$ cat src/rtl/mhpu_pkg.sv
// Purpose: Shared constants and carrier types for the host MIDI port block
// Assumes: Single 250 MHz clock, synchronous active-high reset
// Notes: Host I/O and configuration accesses are single-cycle strobes
package mhpu_pkg;

   // Clock and line timing, FIFO depth and data width
   localparam int unsigned CLK_HZ = 250_000_000;
   localparam int unsigned BAUD_HZ = 31_250;
   localparam int unsigned BIT_CYCLES = CLK_HZ / BAUD_HZ;
   localparam int unsigned FIFO_DEPTH = 16;
   localparam int unsigned DATA_W = 8;

   // Host port offsets from the programmed base
   localparam logic DATA_OFS = 1'h0;
   localparam logic CMD_OFS = 1'h1;

   // Configuration register indices
   localparam logic [7:0] CFG_ACTIVATE = 8'h30;
   localparam logic [7:0] CFG_BASE_HI = 8'h60;
   localparam logic [7:0] CFG_BASE_LO = 8'h61;

   // Reset values
   localparam logic [7:0] BASE_HI_RST = 8'h03;
   localparam logic [7:0] BASE_LO_RST = 8'h30;
   localparam logic ACTIVATE_RST = 1'h0;

   // Legal base address window
   localparam logic [15:0] BASE_MIN = 16'h0100;
   localparam logic [15:0] BASE_MAX = 16'h0FFE;

   // Command codes and acknowledge
   localparam logic [7:0] CMD_RESET = 8'hFF;
   localparam logic [7:0] CMD_PASS = 8'h3F;
   localparam logic [7:0] ACK_BYTE = 8'hFE;

   // Status bit positions
   localparam int unsigned ST_RX_EMPTY = 7;
   localparam int unsigned ST_TX_BUSY = 6;

   typedef enum logic {
      MODE_RESET = 1'b0,
      MODE_PASS = 1'b1
   } mhpu_mode_t;

   typedef enum logic [1:0] {
      RX_IDLE = 2'b00,
      RX_START = 2'b01,
      RX_DATA = 2'b10,
      RX_STOP = 2'b11
   } mhpu_rx_st_t;

   typedef enum logic {
      TX_IDLE = 1'b0,
      TX_SEND = 1'b1
   } mhpu_tx_st_t;

   typedef struct packed {
      logic rd;
      logic wr;
      logic [15:0] addr;
      logic [7:0] wdata;
   } mhpu_io_req_t;

   typedef struct packed {
      logic rd;
      logic wr;
      logic [7:0] index;
      logic [7:0] wdata;
   } mhpu_cfg_req_t;

endpackage

$ cat src/rtl/mhpu_top.sv
// Purpose: Host MIDI data/status/command port with full-duplex serial UART
// Assumes: Inputs synchronous to mclk; host strobes last one cycle
// Notes: Functional notes follow
// Functional notes
// - Status bit 7 is low while an acknowledge or received byte awaits the host.
// - Status bit 6 is high while the transmit FIFO is full and cannot take a data byte.
// - Status bits 5 to 0 ignore writes and always read zero.
// - Base plus one takes command writes; reads there return status.
// - Interrupt is high while an acknowledge or received byte is available.
// - Data read drops the interrupt unless more bytes remain queued.
// - Transmit activity and line conditions never touch the interrupt.
// - Activate low disables decode, holds interrupt low, idles the UART.
// - Only codes FFh and 3Fh act, immediately; other codes are ignored.
// - Reset command leaves pass-through, disables UART, flushes receive FIFO.
// - Reset command queues FEh only when not already in pass-through.
// - In reset state serial input bytes and host data writes are dropped.
// - Power-on reset and reset command both enter the reset state.
// - Pass-through command flushes both FIFOs, queues FEh, enables UART.
// - Pass-through moves host and serial bytes unchanged.
// - Pass-through command while in pass-through does nothing.
// - A queued acknowledge is read before any receive FIFO byte.
// - Frames are 31.25 kbaud, start, eight data, no parity, one stop.
// - Data bits go onto and come off the line LSB first.
// - Full duplex with 16-byte transmit and receive FIFOs.
// - Base address from high and low registers, even, 0x0100 to 0x0FFE.
// - Base address itself is the read/write data port.
`timescale 1ns/1ps

module mhpu_fifo #(
   parameter int unsigned WIDTH = 8,
   parameter int unsigned DEPTH = 16
) (
   // Clock and reset
   input wire logic mclk,
   input wire logic srst,
   input wire logic flush,
   // Fill side
   input wire logic in_valid,
   output logic in_ready,
   input wire logic [WIDTH-1:0] in_data,
   // Drain side
   output logic out_valid,
   input wire logic out_ready,
   output logic [WIDTH-1:0] out_data
);
   localparam int unsigned AW = $clog2(DEPTH);

   logic [WIDTH-1:0] mem_q [DEPTH];
   logic [AW:0] wptr_q, wptr_d, rptr_q, rptr_d;
   logic push, pop;

   assign in_ready = (wptr_q - rptr_q) != (AW + 1)'(DEPTH);
   assign out_valid = wptr_q != rptr_q;
   assign out_data = mem_q[rptr_q[AW-1:0]];
   assign push = in_valid && in_ready && !flush;
   assign pop = out_valid && out_ready && !flush;

   always_comb begin
      wptr_d = wptr_q;
      rptr_d = rptr_q;
      if (flush) begin
         // Flush wins so a stale byte cannot slip past it
         rptr_d = wptr_q;
      end else begin
         if (push) begin
            wptr_d = wptr_q + 1'b1;
         end
         if (pop) begin
            rptr_d = rptr_q + 1'b1;
         end
      end
   end

   always_ff @(posedge mclk) begin
      if (srst) begin
         wptr_q <= '0;
         rptr_q <= '0;
      end else begin
         wptr_q <= wptr_d;
         rptr_q <= rptr_d;
      end
   end

   always_ff @(posedge mclk) begin
      if (push) begin
         mem_q[wptr_q[AW-1:0]] <= in_data;
      end
   end
endmodule

module mhpu_top #(
   parameter int unsigned BIT_CYCLES = mhpu_pkg::BIT_CYCLES
) (
   // Clock and reset
   input wire logic mclk,
   input wire logic srst,
   // Host I/O bus
   input wire mhpu_pkg::mhpu_io_req_t io_req,
   output logic [7:0] io_rdata,
   output logic io_hit,
   // Configuration registers
   input wire mhpu_pkg::mhpu_cfg_req_t cfg_req,
   output logic [7:0] cfg_rdata,
   // Interrupt request
   output logic irq,
   // Serial line
   input wire logic serial_music_input,
   output logic serial_music_output
);
   localparam logic [15:0] BIT_M1 = 16'(BIT_CYCLES - 1);
   localparam logic [15:0] HALF_M1 = 16'(BIT_CYCLES / 2 - 1);

   // Configuration state
   logic [7:0] base_hi_q, base_hi_d, base_lo_q, base_lo_d, cfg_rdata_q, cfg_rdata_d;
   logic active_q, active_d;
   logic [15:0] base;
   logic base_ok;

   // Command controller state
   mhpu_pkg::mhpu_mode_t mode_q, mode_d;
   logic ack_q, ack_d;
   logic [7:0] io_rdata_q, io_rdata_d;

   // Decode
   logic hit, data_wr, data_rd, cmd_wr, stat_rd, cmd_reset, cmd_pass, uart_en;
   logic [7:0] status;

   // FIFO wiring
   logic tx_in_ready, tx_out_valid, tx_pop, tx_flush;
   logic [7:0] tx_out_data;
   logic rx_in_valid, rx_in_ready, rx_out_valid, rx_pop, rx_flush;
   logic [7:0] rx_out_data;

   // Receiver state
   mhpu_pkg::mhpu_rx_st_t rx_st_q, rx_st_d;
   logic [15:0] rx_cnt_q, rx_cnt_d;
   logic [2:0] rx_bit_q, rx_bit_d;
   logic [7:0] rx_sh_q, rx_sh_d;

   // Transmitter state
   mhpu_pkg::mhpu_tx_st_t tx_st_q, tx_st_d;
   logic [15:0] tx_cnt_q, tx_cnt_d;
   logic [3:0] tx_bit_q, tx_bit_d;
   logic [9:0] tx_fr_q, tx_fr_d;

   // Address decode
   assign base = {base_hi_q, base_lo_q};
   assign base_ok = (base >= mhpu_pkg::BASE_MIN) && (base <= mhpu_pkg::BASE_MAX);
   assign hit = active_q && base_ok && (io_req.addr[15:1] == base[15:1]);
   assign data_wr = hit && io_req.wr && (io_req.addr[0] == mhpu_pkg::DATA_OFS);
   assign data_rd = hit && io_req.rd && (io_req.addr[0] == mhpu_pkg::DATA_OFS);
   assign cmd_wr = hit && io_req.wr && (io_req.addr[0] == mhpu_pkg::CMD_OFS);
   assign stat_rd = hit && io_req.rd && (io_req.addr[0] == mhpu_pkg::CMD_OFS);
   assign cmd_reset = cmd_wr && (io_req.wdata == mhpu_pkg::CMD_RESET);
   assign cmd_pass = cmd_wr && (io_req.wdata == mhpu_pkg::CMD_PASS);
   assign io_hit = hit && (io_req.rd || io_req.wr);

   // UART sleeps unless active and in pass-through
   assign uart_en = active_q && (mode_q == mhpu_pkg::MODE_PASS);

   always_comb begin
      status = 8'h00;
      status[mhpu_pkg::ST_RX_EMPTY] = !(ack_q || rx_out_valid);
      status[mhpu_pkg::ST_TX_BUSY] = !tx_in_ready;
   end

   // Interrupt tracks only pending read data; transmit side never feeds it
   assign irq = active_q && (ack_q || rx_out_valid);

   // Configuration registers
   always_comb begin
      base_hi_d = base_hi_q;
      base_lo_d = base_lo_q;
      active_d = active_q;
      cfg_rdata_d = cfg_rdata_q;
      if (cfg_req.wr) begin
         case (cfg_req.index)
            mhpu_pkg::CFG_ACTIVATE: active_d = cfg_req.wdata[0];
            mhpu_pkg::CFG_BASE_HI: base_hi_d = cfg_req.wdata;
            mhpu_pkg::CFG_BASE_LO: base_lo_d = {cfg_req.wdata[7:1], 1'b0};
            default: ;
         endcase
      end
      if (cfg_req.rd) begin
         case (cfg_req.index)
            mhpu_pkg::CFG_ACTIVATE: cfg_rdata_d = {7'h00, active_q};
            mhpu_pkg::CFG_BASE_HI: cfg_rdata_d = base_hi_q;
            mhpu_pkg::CFG_BASE_LO: cfg_rdata_d = base_lo_q;
            default: cfg_rdata_d = 8'h00;
         endcase
      end
   end

   always_ff @(posedge mclk) begin
      if (srst) begin
         base_hi_q <= mhpu_pkg::BASE_HI_RST;
         base_lo_q <= mhpu_pkg::BASE_LO_RST;
         active_q <= mhpu_pkg::ACTIVATE_RST;
         cfg_rdata_q <= 8'h00;
      end else begin
         base_hi_q <= base_hi_d;
         base_lo_q <= base_lo_d;
         active_q <= active_d;
         cfg_rdata_q <= cfg_rdata_d;
      end
   end
   assign cfg_rdata = cfg_rdata_q;

   // Command controller and host read path
   assign rx_flush = cmd_reset || (cmd_pass && mode_q == mhpu_pkg::MODE_RESET);
   assign tx_flush = cmd_pass && (mode_q == mhpu_pkg::MODE_RESET);
   assign rx_pop = data_rd && !ack_q;

   always_comb begin
      mode_d = mode_q;
      ack_d = ack_q;
      io_rdata_d = io_rdata_q;
      if (cmd_reset) begin
         mode_d = mhpu_pkg::MODE_RESET;
         ack_d = (mode_q == mhpu_pkg::MODE_RESET);
      end else if (cmd_pass && mode_q == mhpu_pkg::MODE_RESET) begin
         mode_d = mhpu_pkg::MODE_PASS;
         ack_d = 1'b1;
      end
      if (data_rd) begin
         if (ack_q) begin
            io_rdata_d = mhpu_pkg::ACK_BYTE;
            ack_d = 1'b0;
         end else if (rx_out_valid) begin
            io_rdata_d = rx_out_data;
         end else begin
            io_rdata_d = 8'h00;
         end
      end else if (stat_rd) begin
         io_rdata_d = status;
      end
   end

   always_ff @(posedge mclk) begin
      if (srst) begin
         mode_q <= mhpu_pkg::MODE_RESET;
         ack_q <= 1'b0;
         io_rdata_q <= 8'h00;
      end else begin
         mode_q <= mode_d;
         ack_q <= ack_d;
         io_rdata_q <= io_rdata_d;
      end
   end
   assign io_rdata = io_rdata_q;

   // Transmit FIFO; a full FIFO shows as busy and extra writes fall away
   mhpu_fifo #(
      .WIDTH(mhpu_pkg::DATA_W),
      .DEPTH(mhpu_pkg::FIFO_DEPTH)
   ) u_tx_fifo (
      .mclk(mclk),
      .srst(srst),
      .flush(tx_flush),
      .in_valid(data_wr && mode_q == mhpu_pkg::MODE_PASS),
      .in_ready(tx_in_ready),
      .in_data(io_req.wdata),
      .out_valid(tx_out_valid),
      .out_ready(tx_pop),
      .out_data(tx_out_data)
   );

   // Receive FIFO; the line cannot stall, so a byte meeting a full FIFO is lost
   mhpu_fifo #(
      .WIDTH(mhpu_pkg::DATA_W),
      .DEPTH(mhpu_pkg::FIFO_DEPTH)
   ) u_rx_fifo (
      .mclk(mclk),
      .srst(srst),
      .flush(rx_flush),
      .in_valid(rx_in_valid),
      .in_ready(rx_in_ready),
      .in_data(rx_sh_q),
      .out_valid(rx_out_valid),
      .out_ready(rx_pop),
      .out_data(rx_out_data)
   );

   // Receiver: mid-bit sampling after a confirmed start bit
   assign rx_in_valid = uart_en && rx_in_ready && (rx_st_q == mhpu_pkg::RX_STOP)
      && (rx_cnt_q == 16'h0000) && serial_music_input;

   always_comb begin
      rx_st_d = rx_st_q;
      rx_cnt_d = rx_cnt_q;
      rx_bit_d = rx_bit_q;
      rx_sh_d = rx_sh_q;
      if (!uart_en) begin
         rx_st_d = mhpu_pkg::RX_IDLE;
      end else begin
         case (rx_st_q)
            mhpu_pkg::RX_IDLE: begin
               if (!serial_music_input) begin
                  rx_st_d = mhpu_pkg::RX_START;
                  rx_cnt_d = HALF_M1;
               end
            end
            mhpu_pkg::RX_START: begin
               if (rx_cnt_q != 16'h0000) begin
                  rx_cnt_d = rx_cnt_q - 16'h0001;
               end else if (!serial_music_input) begin
                  rx_st_d = mhpu_pkg::RX_DATA;
                  rx_cnt_d = BIT_M1;
                  rx_bit_d = 3'h0;
               end else begin
                  // Glitch shorter than half a bit
                  rx_st_d = mhpu_pkg::RX_IDLE;
               end
            end
            mhpu_pkg::RX_DATA: begin
               if (rx_cnt_q != 16'h0000) begin
                  rx_cnt_d = rx_cnt_q - 16'h0001;
               end else begin
                  rx_sh_d = {serial_music_input, rx_sh_q[7:1]};
                  rx_cnt_d = BIT_M1;
                  rx_bit_d = rx_bit_q + 3'h1;
                  if (rx_bit_q == 3'h7) begin
                     rx_st_d = mhpu_pkg::RX_STOP;
                  end
               end
            end
            mhpu_pkg::RX_STOP: begin
               if (rx_cnt_q != 16'h0000) begin
                  rx_cnt_d = rx_cnt_q - 16'h0001;
               end else begin
                  // Bad stop bit drops the byte
                  rx_st_d = mhpu_pkg::RX_IDLE;
               end
            end
            default: rx_st_d = mhpu_pkg::RX_IDLE;
         endcase
      end
   end

   always_ff @(posedge mclk) begin
      if (srst) begin
         rx_st_q <= mhpu_pkg::RX_IDLE;
         rx_cnt_q <= 16'h0000;
         rx_bit_q <= 3'h0;
         rx_sh_q <= 8'h00;
      end else begin
         rx_st_q <= rx_st_d;
         rx_cnt_q <= rx_cnt_d;
         rx_bit_q <= rx_bit_d;
         rx_sh_q <= rx_sh_d;
      end
   end

   // Transmitter: ten-bit frame shifted out from bit 0, idle level high
   assign tx_pop = uart_en && (tx_st_q == mhpu_pkg::TX_IDLE) && !tx_flush;

   always_comb begin
      tx_st_d = tx_st_q;
      tx_cnt_d = tx_cnt_q;
      tx_bit_d = tx_bit_q;
      tx_fr_d = tx_fr_q;
      if (!uart_en) begin
         // Disabling mid-frame aborts it; the line returns high at once
         tx_st_d = mhpu_pkg::TX_IDLE;
         tx_fr_d = 10'h3FF;
      end else begin
         case (tx_st_q)
            mhpu_pkg::TX_IDLE: begin
               if (tx_pop && tx_out_valid) begin
                  tx_st_d = mhpu_pkg::TX_SEND;
                  tx_fr_d = {1'b1, tx_out_data, 1'b0};
                  tx_cnt_d = BIT_M1;
                  tx_bit_d = 4'h0;
               end
            end
            mhpu_pkg::TX_SEND: begin
               if (tx_cnt_q != 16'h0000) begin
                  tx_cnt_d = tx_cnt_q - 16'h0001;
               end else begin
                  tx_fr_d = {1'b1, tx_fr_q[9:1]};
                  tx_cnt_d = BIT_M1;
                  tx_bit_d = tx_bit_q + 4'h1;
                  if (tx_bit_q == 4'h9) begin
                     tx_st_d = mhpu_pkg::TX_IDLE;
                  end
               end
            end
            default: tx_st_d = mhpu_pkg::TX_IDLE;
         endcase
      end
   end

   always_ff @(posedge mclk) begin
      if (srst) begin
         tx_st_q <= mhpu_pkg::TX_IDLE;
         tx_cnt_q <= 16'h0000;
         tx_bit_q <= 4'h0;
         tx_fr_q <= 10'h3FF;
      end else begin
         tx_st_q <= tx_st_d;
         tx_cnt_q <= tx_cnt_d;
         tx_bit_q <= tx_bit_d;
         tx_fr_q <= tx_fr_d;
      end
   end
   assign serial_music_output = tx_fr_q[0];

endmodule

$ cat config.mk
export PLATFORM = sky130hd
export DESIGN_NAME = mhpu_top
export DESIGN_NICKNAME = d
export VERILOG_FILES = /design/src/rtl/mhpu_pkg.sv /design/src/rtl/mhpu_top.sv
export SDC_FILE = /design/constraint.sdc
export NUM_CORES = 1
export LEC_CHECK = 0
export BUFFER_PORTS_ARGS = -buffer_cell sky130_fd_sc_hd__buf_2
export CORE_UTILIZATION = 45
export DETAILED_ROUTE_END_ITERATION = 6
export GPL_TIMING_DRIVEN = 0
export PLACE_DENSITY = 0.62
export SLEW_MARGIN = 30
export SYNTH_ARGS = -nofsm -noshare
export SYNTH_HDL_FRONTEND = slang
export SYNTH_SLANG_ARGS = --single-unit
$ cat constraint.sdc
create_clock -name mclk -period 2.9 [get_ports mclk]
set_input_delay 0.29 -clock mclk [delete_from_list [all_inputs] [get_ports mclk]]
set_output_delay 0.29 -clock mclk [all_outputs]
set_load 0.05 [all_outputs]
==> impl_metrics.ini, run 1 <==
[placed_design]
place_congestion = 0.781
dp_hpwl_um = 25900
placement.io_buffers = 64
placed_area_um2 = 17300

[clocking]
cts_made_buffers = 40
cts.clk_slew.worst_paths_ps = 60
cts_tree = done
cts.sinks = 377
clock_path_buffers = 3
cts-root-buf = clkbuf_16
cts.htree.levels = 2
clkLatencyLatePin_ps = 540

[yosys]
synth_area_leaders = edfxtp_1, dfxtp_1, mux4_2
syn_area_per_cell_um2 = 13.8
synthCells = 1174
syn-num-nets = 1251
synth_flop_cell = edfxtp_1
netlist_area_um2 = 16300
synth_edf_count = 256
synth_cell_types = 76
ys_ff_latch = 377
yosysTopAreaCellShare_pct = 47.3
synth-warning-count = 0
synth.most_common_cell = edfxtp_1
async_reset_ff_share_pct = 0
synth_area_leader_cell = edfxtp_1
ys_seq_area_share_pct = 62.2
synth_common_cells = edfxtp_1, dfxtp_1, nor2_1

[timing]
worstMarginPinSlew_ps = 849
fin_skew_ps = 14.8
slew_headroom_pct = 43.4
fmax_ghz = 0.362
slew_viol_final = 0
hold-worst-slack_ps = 17.0
finalHoldViolCount = 0
period_share_pct = 95.2
min_period_ps = 2760
setup_viol = 0

[global_routing]
grt_max_degree = 21
grt_pass1_vias = 10200
track_usage_pct = 21.1
antenna_found_initial = 3
grt_pass1_wl_um = 58300
gr-total-overflow = 0

[power]
cellLeakagePower_nw = 6.42
ir_drop_mv = 0.530
net-switching-power_mw = 2.20
power_mw = 11.0
p_seq_share_pct = 51.7
combinationalPowerShare_pct = 1.4
swShare_pct = 20.0
p_int_mw = 8.81
clockPowerShare_pct = 46.8
cellPowerDensity_nw_per_um2 = 576

[die]
die_y_um = 192
ioPinCount = 66
die_x_um = 192
rows = 69
dieArea_um2 = 36900
start_util_pct = 45.7
fp.coreArea_um2 = 35600

[worst_setup_path]
slowest_delay_ps = 460
worstSetupStartpointType = register
path_max_fanout = 7
critPathRequiredTime_ps = 3140
critPathBufInv = 2
reg2regPathDepth = 8
slowest_stage = or3_4
crit_chain = nor4b_1 > o21ai_0 > or3_4 > nor2_4 > nand4b_1 > buf_6 > nor4_4 > buf_2
arrival_ps = 3000
cp_top_family = simple AND/OR/NAND/NOR gates
cp.depth = 8
endpoint_kind = register
worstSetupPathType = reg -> reg

[worst_hold_path]
hold_depth = 3
hold_class = in -> reg

[routing]
drc = 0
first_pass_iters = 7
wl_um = 37900
drt-vias-per-instance = 5.70
wl_per_cell_um = 21.0
postRouteAntennaNets = 0
drt_iter0_drc = 758
vias = 10300

[layout]
final_nets = 1384
syn_to_final_growth_pct = 17.6
drive_gt1_share_pct = 22.7
fin_area_um2 = 19100

[flow_run]
drv_cap = 0

[outcome]
status = completed
==> final cells by class <==
class / count / area, µm²
Timing Repair Buffer: 92 / 614
Buffer: 54 / 224
Antenna cell: 3 / 7.51
Fill cell: 2941 / 16400
Sequential cell: 377 / 10100
Tap cell: 461 / 577
Clock buffer: 55 / 1150
Clock inverter: 19 / 189
Inverter: 37 / 139
Multi-Input combinational cell: 705 / 6110
==> metrics by stage <==
stage               setup slack [ps]  std cells  utilization (%)  setup TNS, ps
global placement               -1340       1699             48.2        -212050
global route                   -1.59       1803             53.8          -1.59
floorplan                       42.3       1174                -              0
finish                           138       1803             53.8              0
CTS                             6.88       1801             53.6              0
detailed placement              -932       1705             48.6        -170680
==> worst register-to-register path: stages (launching register included) <==
cell      delay (ps)
dfxtp_2          430
nor4b_1          270
o21ai_0          170
or3_4            460
nor2_4           180
nand4b_1         140
buf_6            190
nor4_4           330
buf_2            300
==> cell families after synthesis <==
kind of cell	count (synthesis)	synth area share (%)
AOI/OAI and AO/OA	169	6.71
muxes	116	13.1
DFF	377	62.2
buffers and inverters	92	2.17
and+or+nand+nor	357	11.8
adders and majority gates	30	2.31
xor gates and xnor gates	33	1.78
==> registers in the layout, indices dropped and copies added (netlist names), 3 cells and up, named ones only <==
name              flops
u_rx_fifo.mem_q     128
u_tx_fifo.mem_q     128
rx_cnt_q             16
tx_cnt_q             16
tx_fr_q               9
base_hi_q             8
cfg_rdata             8
io_rdata              8
rx_sh_q               8
base_lo_q             7
u_rx_fifo.rptr_q      5
u_rx_fifo.wptr_q      5
u_tx_fifo.rptr_q      5
u_tx_fifo.wptr_q      5
tx_bit_q              4
rx_bit_q              3
==> placed cells by master, fill, tap and decap left out, drive strengths merged, types with 4 or more instances in the layout <==
cell and n:
nand3 16, nor3 49, a211oi 13, and3 20, nor2b 16, edfxtp 256, ha 30, nor2 97
nand3b 5, a21oi 69, a21o 4, dfxtp 121, clkinvlp 4, buf 101, xnor2 21, nand4b 5
mux4 77, o31ai 6, dlygate4sd3 5, clkbuf 95, nor3b 6, mux2i 36, clkinv 10, a211o 9
nand2 59, a311oi 5, inv 39, or3 8, nor4 19, nand4 17, o21ai 27, o211ai 8
or4 13, or2 5, nand2b 6, and2 9, xor2 12
==> worst paths after layout <==
path / from / to / slack, ps
max: active_q / u_tx_fifo.mem_q[3][2] / 140
min: cfg_req[4] / base_hi_q[4] / 20
max reg2reg: active_q / u_tx_fifo.mem_q[3][2] / 140
min reg2reg: io_rdata[4] / io_rdata[4] / 460
==> layer usage <==
layer | up-vias | part of all wire (%) | global-route usage [%]
li1 | 4794 | - | -
met2 | 227 | 50 | 36.1
met5 | - | 0 | 0
met1 | 5177 | 42 | 27.1
met3 | 76 | 4.4 | 3.31
met4 | 0 | 3.0 | 8.03
==> power groups by stage <==
stage | Clock [mW] | Combinational, mW | Sequential [mW]
after floorplan | 0 | 0.0526 | 5.82
after global placement | 0 | 0.148 | 5.82
after detailed placement | 0 | 0.151 | 5.82
after CTS | 5.26 | 0.157 | 5.70
after global routing | 5.46 | 0.169 | 5.70
final | 5.16 | 0.156 | 5.70
==> what timing repair did <==
action,4_1_cts,5_1_grt
pin swaps,13,1
endpoints found under the setup margin,261,238
gates cloned,0,0
gates resized for setup,46,16
hold buffers,5,0
setup buffers,17,0
endpoints found under the hold margin,5,0
Power figures use the tool's default switching activity.
==> inputs of run 2 (changes only) <==
--- a/config.mk
+++ b/config.mk
@@ -6,10 +6,12 @@
 export NUM_CORES = 1
 export LEC_CHECK = 0
 export BUFFER_PORTS_ARGS = -buffer_cell sky130_fd_sc_hd__buf_2
+export CELL_PAD_IN_SITES_DETAIL_PLACEMENT = 1
+export CELL_PAD_IN_SITES_GLOBAL_PLACEMENT = 1
 export CORE_UTILIZATION = 45
 export DETAILED_ROUTE_END_ITERATION = 6
 export GPL_TIMING_DRIVEN = 0
-export PLACE_DENSITY = 0.62
+export PLACE_DENSITY = 0.71
 export SLEW_MARGIN = 30
 export SYNTH_ARGS = -nofsm -noshare
 export SYNTH_HDL_FRONTEND = slang
==> run 2 against run 1 <==
  * Cell count is 0.44% higher
  * Critical path depth grew 3
  * Setup slack worse by 53 ps
  * Total power is 0.67% higher
  * Clock power grew 1%
  * Clock-buffer cell count decreased by 2
  * Sequential share of layout area is 0.17 points lower
  * Clock skew grew 6.0 ps
  * Critical endpoint is now u_tx_fifo.mem_q[1][2]
  * Highest routed layer is now met5
==> impl_metrics.ini, run 2 (synthesis gave the netlist of run 1 again) <==
[die]
fp.coreArea_um2 = 35600
dieArea_um2 = 36900
rows = 69
die_y_um = 192
start_util_pct = 45.7
ioPinCount = 66
die_x_um = 192

[worst_setup_path]
arrival_ps = 3130
critPathBufInv = 5
reg2reg_slack_ps = 90
slowest_stage = a311oi_4
cp_top_family = compound AO/OA/AOI/OAI gates
crit_start = u_tx_fifo.wptr_q[0]
reg2reg_to = u_tx_fifo.mem_q[1][2]
cp.depth = 11
slowest_delay_ps = 420
rr_startpoint = u_tx_fifo.wptr_q[0]
worstSetupStartpointType = register
reg2regPathDepth = 11
critPathMostFrequentCell = buf_6
path_max_fanout = 5
worstSetupPathType = reg -> reg
endpoint_kind = register
critPathRequiredTime_ps = 3210
crit_chain = inv_2 > ha_1 > nand3b_1 > a211o_1 > a311oi_4 > nand4b_1 > buf_6 > buf_6 > nor4_4 > buf_6 > clkbuf_4
critPathCapture = u_tx_fifo.mem_q[1][2]

[routing]
postRouteAntennaNets = 0
drt-vias-per-instance = 5.80
wl_um = 42800
drc = 0
top_layer = met5
wl_met2_um = 21700
vias = 10500
wl_per_cell_um = 23.6
route.met3.wl_um = 1710
wl_met1_um = 18300
drt_iter0_drc = 592
first_pass_iters = 6

[power]
cellLeakagePower_nw = 6.51
ir_drop_mv = 0.528
cellPowerDensity_nw_per_um2 = 578
power_mw = 11.1

[timing]
fin_ws_ps = 85.6
min_period_ps = 2810
setup_viol = 0
fmax_ghz = 0.355
slew_headroom_pct = 36.2
slew_viol_final = 0
worstMarginPinSlew_ps = 958
fin_skew_ps = 20.7
finalHoldViolCount = 0
period_share_pct = 97.0
hold-worst-slack_ps = 15.1

[layout]
nFillCells = 3510
final_common_cell = edfxtp_1
antennaDiodeCount = 0
utilization_pct = 54.0
final_nets = 1394
drive_gt1_share_pct = 23.4
syn_to_final_growth_pct = 18.1
fin_area_um2 = 19200
final_cell_mix = edfxtp_1, dfxtp_1, nor2_1, mux4_2, buf_2

[placed_design]
placed_area_um2 = 17300
place_congestion = 0.784
dp_hpwl_um = 29300
placement.io_buffers = 64
pre_cts_slack_ps = -1040

[global_routing]
antenna_found_initial = 1
gr-total-overflow = 0
grt_pass1_wl_um = 66400
track_usage_pct = 24.1
grt_pass1_vias = 11100
grt_max_degree = 21

[outcome]
status = completed

[clocking]
cts-root-buf = clkbuf_16
clock_path_buffers = 3
clkLatencyLatePin_ps = 560
cts_tree = done
cts.htree.levels = 2
cts.clk_slew.worst_paths_ps = 60
cts.sinks = 377
cts_made_buffers = 41

[worst_hold_path]
hold_class = in -> reg

[flow_run]
drv_cap = 0
## run 2: report_power, final
part | leakage [nW] | total (mW) | switching, mW | internal [mW]
Clock | 0.652 | 5.23 | 2.11 | 3.12
Combinational | 2.54 | 0.161 | 0.113 | 0.0476
Sequential | 3.31 | 5.70 | 0.000509 | 5.70
## run 2: cell type report
type                            count  area, µm²  share of cell area (%)
Tap cell                          461        577                    3.00
Clock buffer                       53       1130                    5.90
Buffer                             53        218                    1.13
Multi-Input combinational cell    705       6140                    32.0
Inverter                           37        139                   0.723
Clock inverter                     23        223                    1.16
Sequential cell                   377      10100                    52.7
Timing Repair Buffer              102        649                    3.38
## run 2: how the worst min path moves through the flow
stage | startpoint | to | slack (ps) | cells past startpoint
CTS | cfg_req[3] | base_lo_q[3] | 1 | 3
detailed placement | io_rdata[2] | io_rdata[2] | 460 | 2
global route | cfg_req[3] | base_lo_q[3] | 30 | 3
floorplan | io_req[0] | u_tx_fifo.mem_q[0][0] | 390 | 0
global placement | io_rdata[5] | io_rdata[5] | 440 | 2
finish | cfg_req[3] | base_lo_q[3] | 20 | 3
## run 2: tightest hold or removal path, stage by stage
cell	delay, ps
buf_2	90
mux2i_1	60
nor2_1	70
## run 2: per-stage QoR
step | instances | TNS (ps)
3_5_place_dp | 1710 | -208300
3_3_place_gp | 1699 | -237210
2_1_floorplan | 1174 | 0
4_1_cts | 1809 | 0
6_report | 1811 | 0
5_1_grt | 1811 | -135
## run 2: metal layers
metal | vias to the layer above | track usage [%]
li1 | 4827 | -
met2 | 227 | 42.0
met4 | 2 | 7.63
met3 | 65 | 3.47
met5 | - | 0
met1 | 5379 | 31.0
## run 2: repair_timing
action	in CTS	in global routing
pin swaps	15	5
hold endpoints to repair	5	0
endpoints found under the setup margin	273	240
resized for setup	51	26
cloned	0	0
hold buffers	4	0
buffers inserted	20	4
